<file path="src/hdl/dpll_mode_pkg.sv">
// Constants, types and register map for the loop mode controller.
// Assumes a 50 MHz system clock; all cycle counts are derived from it.
`default_nettype none
package dpll_mode_pkg;
	localparam int unsigned SYS_CLK_HZ     = 50_000_000;
	localparam int unsigned SYS_PERIOD_NS  = 1_000_000_000 / SYS_CLK_HZ;

	// Reference period limits per nominal rate, in ns
	localparam int unsigned P16M_MIN_NS = 38;
	localparam int unsigned P16M_MAX_NS = 75;
	localparam int unsigned P8M_MIN_NS  = 63;
	localparam int unsigned P8M_MAX_NS  = 175;
	localparam int unsigned P2M_MIN_NS  = 263;
	localparam int unsigned P2M_MAX_NS  = 712;
	localparam int unsigned P8K_MIN_NS  = 120_000;
	localparam int unsigned P8K_MAX_NS  = 128_000;

	// Least times round up, longest times round down
	localparam logic [12:0] P16M_MIN = 13'((P16M_MIN_NS + SYS_PERIOD_NS - 1) / SYS_PERIOD_NS);
	localparam logic [12:0] P16M_MAX = 13'(P16M_MAX_NS / SYS_PERIOD_NS);
	localparam logic [12:0] P8M_MIN  = 13'((P8M_MIN_NS + SYS_PERIOD_NS - 1) / SYS_PERIOD_NS);
	localparam logic [12:0] P8M_MAX  = 13'(P8M_MAX_NS / SYS_PERIOD_NS);
	localparam logic [12:0] P2M_MIN  = 13'((P2M_MIN_NS + SYS_PERIOD_NS - 1) / SYS_PERIOD_NS);
	localparam logic [12:0] P2M_MAX  = 13'(P2M_MAX_NS / SYS_PERIOD_NS);
	localparam logic [12:0] P8K_MIN  = 13'((P8K_MIN_NS + SYS_PERIOD_NS - 1) / SYS_PERIOD_NS);
	localparam logic [12:0] P8K_MAX  = 13'(P8K_MAX_NS / SYS_PERIOD_NS);
	localparam logic [12:0] SCM_TIMEOUT = P8K_MAX + 13'h0001;

	// Coarse rate window and the edge counts it may see per rate
	localparam int unsigned CFM_WINDOW_NS = 30_000;
	localparam logic [10:0] CFM_WINDOW    = 11'(CFM_WINDOW_NS / SYS_PERIOD_NS);
	localparam logic [9:0]  CFM_2M_LO     = 10'(CFM_WINDOW_NS / P2M_MAX_NS);
	localparam logic [9:0]  CFM_2M_HI     = 10'(CFM_WINDOW_NS / P2M_MIN_NS + 1);
	localparam logic [9:0]  CFM_8M_LO     = 10'(CFM_WINDOW_NS / P8M_MAX_NS);
	localparam logic [9:0]  CFM_8M_HI     = 10'(CFM_WINDOW_NS / P8M_MIN_NS + 1);
	localparam logic [9:0]  CFM_16M_LO    = 10'(CFM_WINDOW_NS / P16M_MAX_NS);
	localparam logic [9:0]  CFM_16M_HI    = 10'(CFM_WINDOW_NS / P16M_MIN_NS + 1);

	// Lock hold after dropping to free-run: 0.1 s
	localparam int unsigned LOCK_HOLD_MS     = 100;
	localparam int unsigned LOCK_HOLD_CYCLES = LOCK_HOLD_MS * (SYS_CLK_HZ / 1000);

	// Register byte offsets
	localparam logic [11:0] ADDR_STATUS   = 12'h000;
	localparam logic [11:0] ADDR_INT_STAT = 12'h004;
	localparam logic [11:0] ADDR_INT_MASK = 12'h008;

	// Interrupt bit positions and reset values
	localparam int unsigned IRQ_FREERUN = 0;
	localparam int unsigned IRQ_NORMAL  = 1;
	localparam int unsigned IRQ_FAULT   = 2;
	localparam logic [2:0]  INT_MASK_RST = 3'h0;

	typedef enum logic {
		MODE_FREERUN = 1'b0,
		MODE_NORMAL  = 1'b1
	} mode_t;

	typedef enum logic [1:0] {
		RATE_8K  = 2'b00,
		RATE_2M  = 2'b01,
		RATE_8M  = 2'b10,
		RATE_16M = 2'b11
	} rate_t;

	typedef struct packed {
		logic  rateValid;
		rate_t rate;
		logic  fault;
		logic  lock;
		mode_t mode;
	} status_t;
endpackage : dpll_mode_pkg
`default_nettype wire

</file>
<file path="src/hdl/dpll_mode_state_machine.sv">
// Mode controller: reference monitors, rate detector, free-run/normal state machine, APB registers.
// Assumes refClkIn is asynchronous to sys_clk and slow enough to be sampled (levels of at least 2 cycles).
//
// Contract
// - Reset enters free-run, outputs follow oscillator
// - Disrupted reference keeps loop in free-run
// - Clean reference moves to normal automatically
// - Fault in normal returns to free-run
// - Normal mode selects reference for output lock
// - Rate detected automatically from measured period
// - Period or coarse-rate failure forces free-run
// - Coarse monitor counts edges over 30 us
// - Any monitor failure drives fault output high
// - Lock held 0.1 s after leaving normal
`default_nettype none
module dpll_mode_state_machine #(
	parameter int unsigned LOCK_HOLD = dpll_mode_pkg::LOCK_HOLD_CYCLES
) (
	input  wire logic        sys_clk,
	input  wire logic        reset,
	input  wire logic        refClkIn,
	output logic             refSelect,
	output logic             freeRun,
	output logic             lock,
	output logic             refFault,
	output logic [1:0]       refRate,
	output logic             irq,
	input  wire logic        psel,
	input  wire logic        penable,
	input  wire logic        pwrite,
	input  wire logic [11:0] paddr,
	input  wire logic [31:0] pwdata,
	output logic             pready,
	output logic [31:0]      prdata,
	output logic             pslverr
);
	logic [2:0]  refSync_r;
	logic        refLvl_r;
	logic        refEdge;
	logic        havePrev_r;
	logic [12:0] periodCnt_r;
	logic        bandOk;
	dpll_mode_pkg::rate_t band;
	dpll_mode_pkg::rate_t rate_r;
	logic        rateValid_r;
	logic        scmFail;
	logic [10:0] winCnt_r;
	logic [10:0] winLen_r;
	logic [9:0]  edgeCnt_r;
	logic        winEnd;
	logic        cfmFail;
	logic        failSeen_r;
	logic        disrupted_r;
	dpll_mode_pkg::mode_t mode_r;
	logic        lock_r;
	logic [22:0] holdCnt_r;
	logic [2:0]  intStat_r;
	logic [2:0]  intMask_r;
	logic [2:0]  intEvt;
	logic [31:0] prdata_r;
	logic        wrAcc;
	dpll_mode_pkg::status_t status;

	// Three-stage sampler; stage 1 feeds only stage 2
	always_ff @(posedge sys_clk) begin
		if (reset) begin
			refSync_r <= 3'h0;
		end else begin
			refSync_r <= {refSync_r[1:0], refClkIn};
		end
	end

	// Level accepted only when stages 2 and 3 agree, filtering metastable glitches
	always_ff @(posedge sys_clk) begin
		if (reset) begin
			refLvl_r <= 1'b0;
		end else if (refSync_r[1] == refSync_r[2]) begin
			refLvl_r <= refSync_r[2];
		end
	end
	assign refEdge = (refSync_r[1] == refSync_r[2]) && refSync_r[2] && !refLvl_r;

	// Period classification into the nominal rate bands
	always_comb begin
		bandOk = 1'b1;
		band   = dpll_mode_pkg::RATE_8K;
		if (periodCnt_r >= dpll_mode_pkg::P16M_MIN && periodCnt_r <= dpll_mode_pkg::P16M_MAX) begin
			band = dpll_mode_pkg::RATE_16M;
		end else if (periodCnt_r >= dpll_mode_pkg::P8M_MIN && periodCnt_r <= dpll_mode_pkg::P8M_MAX) begin
			band = dpll_mode_pkg::RATE_8M;
		end else if (periodCnt_r >= dpll_mode_pkg::P2M_MIN && periodCnt_r <= dpll_mode_pkg::P2M_MAX) begin
			band = dpll_mode_pkg::RATE_2M;
		end else if (periodCnt_r >= dpll_mode_pkg::P8K_MIN && periodCnt_r <= dpll_mode_pkg::P8K_MAX) begin
			band = dpll_mode_pkg::RATE_8K;
		end else begin
			bandOk = 1'b0;
		end
	end

	// Single-period monitor: bad period or no edge before the longest period
	assign scmFail = (refEdge && havePrev_r && !bandOk) || (periodCnt_r == dpll_mode_pkg::SCM_TIMEOUT);

	// Period counter saturates one past the timeout so the timeout fires once
	always_ff @(posedge sys_clk) begin
		if (reset) begin
			periodCnt_r <= 13'h0001;
			havePrev_r  <= 1'b0;
		end else if (refEdge) begin
			periodCnt_r <= 13'h0001;
			havePrev_r  <= 1'b1;
		end else if (periodCnt_r <= dpll_mode_pkg::SCM_TIMEOUT) begin
			periodCnt_r <= periodCnt_r + 13'h0001;
		end
	end

	// Rate detector; no software input picks the rate
	always_ff @(posedge sys_clk) begin
		if (reset) begin
			rate_r      <= dpll_mode_pkg::RATE_8K;
			rateValid_r <= 1'b0;
		end else if (scmFail) begin
			rateValid_r <= 1'b0;
		end else if (refEdge && havePrev_r) begin
			rate_r      <= band;
			rateValid_r <= 1'b1;
		end
	end

	// Coarse rate window; an 8 kHz reference is slower than the window and is left to the period check
	assign winEnd = (winCnt_r == dpll_mode_pkg::CFM_WINDOW - 11'h001);
	always_comb begin
		cfmFail = 1'b0;
		if (winEnd && rateValid_r) begin
			case (rate_r)
				dpll_mode_pkg::RATE_2M:  cfmFail = edgeCnt_r < dpll_mode_pkg::CFM_2M_LO || edgeCnt_r > dpll_mode_pkg::CFM_2M_HI;
				dpll_mode_pkg::RATE_8M:  cfmFail = edgeCnt_r < dpll_mode_pkg::CFM_8M_LO || edgeCnt_r > dpll_mode_pkg::CFM_8M_HI;
				dpll_mode_pkg::RATE_16M: cfmFail = edgeCnt_r < dpll_mode_pkg::CFM_16M_LO || edgeCnt_r > dpll_mode_pkg::CFM_16M_HI;
				default:                 cfmFail = 1'b0;
			endcase
		end
	end

	always_ff @(posedge sys_clk) begin
		if (reset) begin
			winCnt_r  <= 11'h000;
			edgeCnt_r <= 10'h000;
		end else if (winEnd) begin
			winCnt_r  <= 11'h000;
			edgeCnt_r <= {9'h000, refEdge};
		end else begin
			winCnt_r <= winCnt_r + 11'h001;
			if (refEdge && edgeCnt_r != 10'h3FF) begin
				edgeCnt_r <= edgeCnt_r + 10'h001;
			end
		end
	end

	// Separate count of cycles since the last window end, so the window length can be checked
	always_ff @(posedge sys_clk) begin
		if (reset || winEnd) begin
			winLen_r <= 11'h000;
		end else begin
			winLen_r <= winLen_r + 11'h001;
		end
	end

	// Disruption flag: a failure sets it; a whole clean window with a known rate clears it; set wins
	always_ff @(posedge sys_clk) begin
		if (reset) begin
			disrupted_r <= 1'b1;
			failSeen_r  <= 1'b0;
		end else begin
			if (scmFail || cfmFail) begin
				disrupted_r <= 1'b1;
			end else if (winEnd && !failSeen_r && rateValid_r) begin
				disrupted_r <= 1'b0;
			end
			failSeen_r <= scmFail || (failSeen_r && !winEnd); // A period-monitor failure on the window end taints the next window
		end
	end

	// Mode state machine on the registered disruption status
	always_ff @(posedge sys_clk) begin
		if (reset) begin
			mode_r <= dpll_mode_pkg::MODE_FREERUN;
		end else begin
			case (mode_r)
				dpll_mode_pkg::MODE_FREERUN: if (!disrupted_r) mode_r <= dpll_mode_pkg::MODE_NORMAL;
				dpll_mode_pkg::MODE_NORMAL:  if (disrupted_r) mode_r <= dpll_mode_pkg::MODE_FREERUN;
				default:                     mode_r <= dpll_mode_pkg::MODE_FREERUN;
			endcase
		end
	end

	// Lock indicator; phase-window qualification lives in the loop, here it follows the mode
	always_ff @(posedge sys_clk) begin
		if (reset) begin
			lock_r    <= 1'b0;
			holdCnt_r <= 23'h000000;
		end else if (mode_r == dpll_mode_pkg::MODE_NORMAL) begin
			lock_r    <= 1'b1;
			holdCnt_r <= 23'(LOCK_HOLD);
		end else if (holdCnt_r > 23'h000001) begin
			holdCnt_r <= holdCnt_r - 23'h000001;
		end else begin
			lock_r    <= 1'b0;
			holdCnt_r <= 23'h000000;
		end
	end

	// Pin outputs; normal mode hands the reference to the oscillator control
	assign refSelect = (mode_r == dpll_mode_pkg::MODE_NORMAL);
	assign freeRun   = (mode_r == dpll_mode_pkg::MODE_FREERUN);
	assign lock      = lock_r;
	assign refFault  = disrupted_r;
	assign refRate   = rate_r;

	// Interrupt events and sticky status; a new event beats a write-one clear
	assign intEvt[dpll_mode_pkg::IRQ_FREERUN] = (mode_r == dpll_mode_pkg::MODE_NORMAL) && disrupted_r;
	assign intEvt[dpll_mode_pkg::IRQ_NORMAL]  = (mode_r == dpll_mode_pkg::MODE_FREERUN) && !disrupted_r;
	assign intEvt[dpll_mode_pkg::IRQ_FAULT]   = scmFail || cfmFail;
	assign wrAcc = psel && penable && pwrite;

	always_ff @(posedge sys_clk) begin
		if (reset) begin
			intStat_r <= 3'h0;
		end else if (wrAcc && paddr == dpll_mode_pkg::ADDR_INT_STAT) begin
			intStat_r <= (intStat_r & ~pwdata[2:0]) | intEvt;
		end else begin
			intStat_r <= intStat_r | intEvt;
		end
	end

	always_ff @(posedge sys_clk) begin
		if (reset) begin
			intMask_r <= dpll_mode_pkg::INT_MASK_RST;
		end else if (wrAcc && paddr == dpll_mode_pkg::ADDR_INT_MASK) begin
			intMask_r <= pwdata[2:0];
		end
	end
	assign irq = |(intStat_r & intMask_r);

	// Read data captured in the setup phase so it is a flop output during access
	assign status = '{rateValid: rateValid_r, rate: rate_r, fault: disrupted_r, lock: lock_r, mode: mode_r};
	always_ff @(posedge sys_clk) begin
		if (reset) begin
			prdata_r <= 32'h00000000;
		end else if (psel && !penable && !pwrite) begin
			case (paddr)
				dpll_mode_pkg::ADDR_STATUS:   prdata_r <= {26'h0000000, status};
				dpll_mode_pkg::ADDR_INT_STAT: prdata_r <= {29'h00000000, intStat_r};
				dpll_mode_pkg::ADDR_INT_MASK: prdata_r <= {29'h00000000, intMask_r};
				default:                      prdata_r <= 32'h00000000;
			endcase
		end
	end
	assign prdata  = prdata_r;
	assign pready  = 1'b1; // Zero wait states
	assign pslverr = psel && penable && paddr != dpll_mode_pkg::ADDR_STATUS &&
		paddr != dpll_mode_pkg::ADDR_INT_STAT && paddr != dpll_mode_pkg::ADDR_INT_MASK;

	// Checks
	a_reset_freerun: assert property (@(posedge sys_clk) reset |=> mode_r == dpll_mode_pkg::MODE_FREERUN && !lock_r)
		else $error("mode not free-run after reset");
	a_stay_free: assert property (@(posedge sys_clk) disable iff (reset) disrupted_r |=> mode_r == dpll_mode_pkg::MODE_FREERUN)
		else $error("left free-run while disrupted");
	a_auto_normal: assert property (@(posedge sys_clk) disable iff (reset)
		(!disrupted_r && mode_r == dpll_mode_pkg::MODE_FREERUN) |=> mode_r == dpll_mode_pkg::MODE_NORMAL)
		else $error("no move to normal on clean reference");
	a_fault_return: assert property (@(posedge sys_clk) disable iff (reset)
		(mode_r == dpll_mode_pkg::MODE_NORMAL && (scmFail || cfmFail)) |=> ##1 freeRun && !refSelect)
		else $error("failure did not force free-run");
	a_rate_detect: assert property (@(posedge sys_clk) disable iff (reset)
		(refEdge && havePrev_r && periodCnt_r >= dpll_mode_pkg::P8M_MIN && periodCnt_r <= dpll_mode_pkg::P8M_MAX)
		|=> rate_r == dpll_mode_pkg::RATE_8M && rateValid_r)
		else $error("rate not detected");
	a_cfm_window: assert property (@(posedge sys_clk) disable iff (reset)
		winEnd == (winLen_r == 11'(dpll_mode_pkg::CFM_WINDOW_NS / dpll_mode_pkg::SYS_PERIOD_NS - 1)))
		else $error("coarse window length wrong");
	a_fault_pin: assert property (@(posedge sys_clk) disable iff (reset)
		(scmFail || cfmFail) |=> refFault [*2])
		else $error("fault output not raised");
	a_lock_hold: assert property (@(posedge sys_clk) disable iff (reset)
		$fell(refSelect) |-> lock [*8])
		else $error("lock dropped early");
	a_lock_drop: assert property (@(posedge sys_clk) disable iff (reset)
		(freeRun && holdCnt_r == 23'h000001) |=> !lock)
		else $error("lock not dropped after hold");
	a_sync_agree: assert property (@(posedge sys_clk) disable iff (reset)
		$changed(refLvl_r) |-> $past(refSync_r[1]) == $past(refSync_r[2]))
		else $error("level changed without agreement");
	a_irq_level: assert property (@(posedge sys_clk) disable iff (reset)
		(intEvt[dpll_mode_pkg::IRQ_FAULT] && intMask_r[dpll_mode_pkg::IRQ_FAULT] &&
		!(wrAcc && paddr == dpll_mode_pkg::ADDR_INT_MASK)) |=> irq)
		else $error("masked-in event gave no interrupt");
endmodule : dpll_mode_state_machine
`default_nettype wire

</file>
<file path="config.mk">
export PLATFORM = sky130hd
export DESIGN_NAME = dpll_mode_state_machine
export DESIGN_NICKNAME = d
export VERILOG_FILES = /design/src/hdl/dpll_mode_pkg.sv /design/src/hdl/dpll_mode_state_machine.sv
export SDC_FILE = /design/constraint.sdc
export NUM_CORES = 1
export LEC_CHECK = 0
export CORE_MARGIN = 3
export CORE_UTILIZATION = 57
export CTS_CLUSTER_SIZE = 25
export DETAILED_ROUTE_END_ITERATION = 10
export DONT_BUFFER_PORTS = 1
export GPL_ROUTABILITY_DRIVEN = 0
export MAX_ROUTING_LAYER = met4
export PLACE_DENSITY = 0.75
export SETUP_SLACK_MARGIN = 0.3
export SLEW_MARGIN = 20
export SYNTH_ARGS = -nofsm -noshare
export SYNTH_HDL_FRONTEND = slang
export SYNTH_SLANG_ARGS = --single-unit
</file>
<file path="constraint.sdc">
create_clock -name sys_clk -period 2.38 [get_ports sys_clk]
set_input_delay 0.476 -clock sys_clk [delete_from_list [all_inputs] [get_ports sys_clk]]
set_output_delay 0.476 -clock sys_clk [all_outputs]
set_load 0.005 [all_outputs]
</file>
==> run_results.csv <==
group,metric,value,unit
status,status,"complete, no violations",
placement,preCtsSetupSlack,0.07559,ns
drt,first_pass_iters,4,
worst_setup_path,crit_path_end_kind,"flip-flop",
worst_setup_path,cp-startpoint,"holdCnt_r[19]",
worst_setup_path,crit_required,2.62,ns
clocking,holdBufCountCts,0,
sta,slew_violations,0,
die,initial_utilization,0.6004,
synth,synth_cells,509,
final_layout,fin_nets,571,
clocking,cts_inserted_buffers,9,
synth,synth.largest_area_cell,"dfxtp_1",
sta,setup_tns,0,ns
worst_setup_path,worst-endpoint-arrival,2.45,ns
synth,ys_async_sr_fraction,0,
sta,setup_viol,0,
clocking,clk_latency,0.35,ns
die,core,0.006944,mm^2
die,dieHeight,91.52,um
sta,skew,0.01104,ns
grt,grt_pass1_vias,3058,
drt,route.detailed.drc,0,
final_layout,fin_cells,612,
grt,antenna_found_initial,0,
sta,finalCritPeriodShare,0.9294,
final_layout,diodes,0,
synth,synth.top_cells.by_area,"dfxtp_1 (39%), nor2_1 (8.6%), xnor2_1 (5.7%), buf_4 (4.9%), xor2_1 (4.2%)",
synth,netlist.area_leader.share,0.3890,
final_layout,layout-drive-gt1-share,0.1202,
synth,ys_seq_area_frac,0.3890,
die,num_io_pins,91,
drt,wirelength,8.046,mm
synth,synth_cell_type_count,50,
synth,avgSynthCellArea,8.191,um^2
synth,ys_ff_latch,81,
final_layout,synthToLayoutAreaGrowth,8.403,%
sta,fin_hold_ws,0.1915,ns
clocking,ctsRootBufferMaster,"clkbuf_8",
synth,synth_common_cells,"nor2_1 (96), dfxtp_1 (81), nand2_1 (32)",
die,rows,30,
grt,grt_max_degree,37,
grt,grt_first_pass_wirelength,13.63,mm
power,peakVddDrop,0.4017,mV
sta,maxSlewHeadroom,0.6087,
run,drv_cap,0,
grt,overflow,0,
synth,yosys_warnings,0,
synth,synth_edf_count,0,
placement,port-buffer-count,0,
placement,dpl.cell_count,590,
synth,synth.most_common_cell,"nor2_1",
drt,ant_nets,0,
sta,timing.final.ws_setup,0.1680,ns
synth,synthFlopType,"dfxtp_1",
clocking,cts.clk_slew.worst_paths,0.09,ns
drt,drtIter0Drc,268,
sta,finalHoldViolCount,0,
final_layout,final_util,0.6508,
sta,rsz0062_at_grt,"true",
sta,period_minus_slack,2.212,ns
final_layout,fill_cells,593,
worst_setup_path,r2r_start,"holdCnt_r[19]",
synth,netlist_area,0.004169,mm^2
drt,viasPerCell,5.456,
grt,groute.usage.overall,0.2000,
placement,post-dp-hpwl,5.592,mm
sta,tightestPinTransition,0.5861,ns
die,die_area,0.008376,mm^2
sta,fmax,0.4521,GHz
power,p_leak,0.001679,uW
clocking,cts_tree,"built",
clocking,htree_levels,3,
drt,num_vias,3339,
power,power.density,879.3,mW/mm^2
worst_setup_path,critPathKind,"flip-flop to flip-flop",
worst_setup_path,cp_max_fo,5,
worst_hold_path,hold_class,"input pin to flip-flop",
worst_setup_path,r2r_setup_slack,0.17,ns
worst_hold_path,min_from,"reset",
drt,wl_per_cell,13.15,um
die,die_x,91.52,um
clocking,clock_path_buffers,2,
clocking,clock-sinks,81,
worst_setup_path,cp-start-kind,"flip-flop",
## layer usage
layer / global-route usage / vias up / wire [um]
li1: - / 1699 / -
met2: 0.3305 / 64 / 4005
met4: 0.09673 / 0 / 167
met5: - / - / 0
met3: 0.02900 / 17 / 243
met1: 0.2385 / 1559 / 3629
## power by group
part	switching (uW)	internal (uW)
sequential	140	1510
combinational	725	664
clock	514	416
## layout by cell type (no fill, tap or decap), types with 13 or more instances in the layout
cell type  synthesis  layout
nor2_1            96      89
dfxtp_1           81      79
nand2_1           32      32
xnor2_1           27      27
conb_1             2      27
xor2_1            20      20
inv_1             19      19
nor3_1            17      16
a21oi_1           17      15
buf_4             27      15
nor4_1            14      14
nand4_1           14      14
nand3_1           13      13
## path summary, 6_finish.rpt
path,endpoint,cells past startpoint
worst max-delay path,holdCnt_r[9],6
worst max register to register,holdCnt_r[9],6
worst min-delay path,holdCnt_r[19],1
worst min register to register,refSync_r[1],1
## cell type report
class / instances / area (um^2) / area share
tap: 96 / 120.1 / 0.02658
multi-input combinational: 384 / 2390 / 0.5288
timing repair buffer: 16 / 127.6 / 0.02824
inverter: 19 / 71.32 / 0.01578
clock inverter: 6 / 48.80 / 0.01080
sequential: 81 / 1624 / 0.3594
clock buffer: 10 / 137.6 / 0.03045
## cells by family (layout without fill, tap and decap cells)
family,after synthesis,after routing,share of synthesized area
XOR/XNOR,47,47,0.09874
AND/OR/NAND/NOR,224,225,0.2623
flip-flops,81,81,0.3890
adder cells (fa/ha/maj),10,10,0.03001
buffers and inverters,70,51,0.09363
other,2,27,0.001801
AO/OA/AOI/OAI,67,67,0.1053
multiplexers,8,8,0.01921
## repair_timing
item                       CTS  global route
cloned                       2             0
pin swaps                    5             5
buffers inserted             2             2
setup endpoints to repair   35            60
gates resized for setup     15            21
## sequential cells by signal, summed over array words and instances, names as in the netlist
| register | cells |
|---|---|
| refSelect | 1 |
| rateValid_r | 1 |
| refRate | 2 |
| intStat_r | 3 |
| holdCnt_r | 23 |
| havePrev_r | 1 |
| edgeCnt_r | 10 |
| lock | 1 |
| refSync_r | 3 |
| refLvl_r | 1 |
| refFault | 1 |
| failSeen_r | 1 |
| intMask_r | 3 |
| winCnt_r | 11 |
| periodCnt_r | 13 |
| prdata | 6 |
## metrics by stage
| stage | total power, uW | area [um^2] |
|---|---|---|
| 3_3_place_gp | 2755 | 4146 |
| 6_report | 3974 | 4519 |
| 2_1_floorplan | 2654 | 4264 |
| 5_1_grt | 4248 | 4519 |
| 4_1_cts | 3911 | 4412 |
| 3_5_place_dp | 2804 | 4146 |
## worst max-delay path: stages (launching register included)
cell     delay, ns
dfxtp_2       0.33
or4_4         0.54
or3_4         0.35
or4_4         0.54
buf_4         0.18
a21oi_1       0.12
nor2_1        0.06
(Power assumes the default switching activity.)
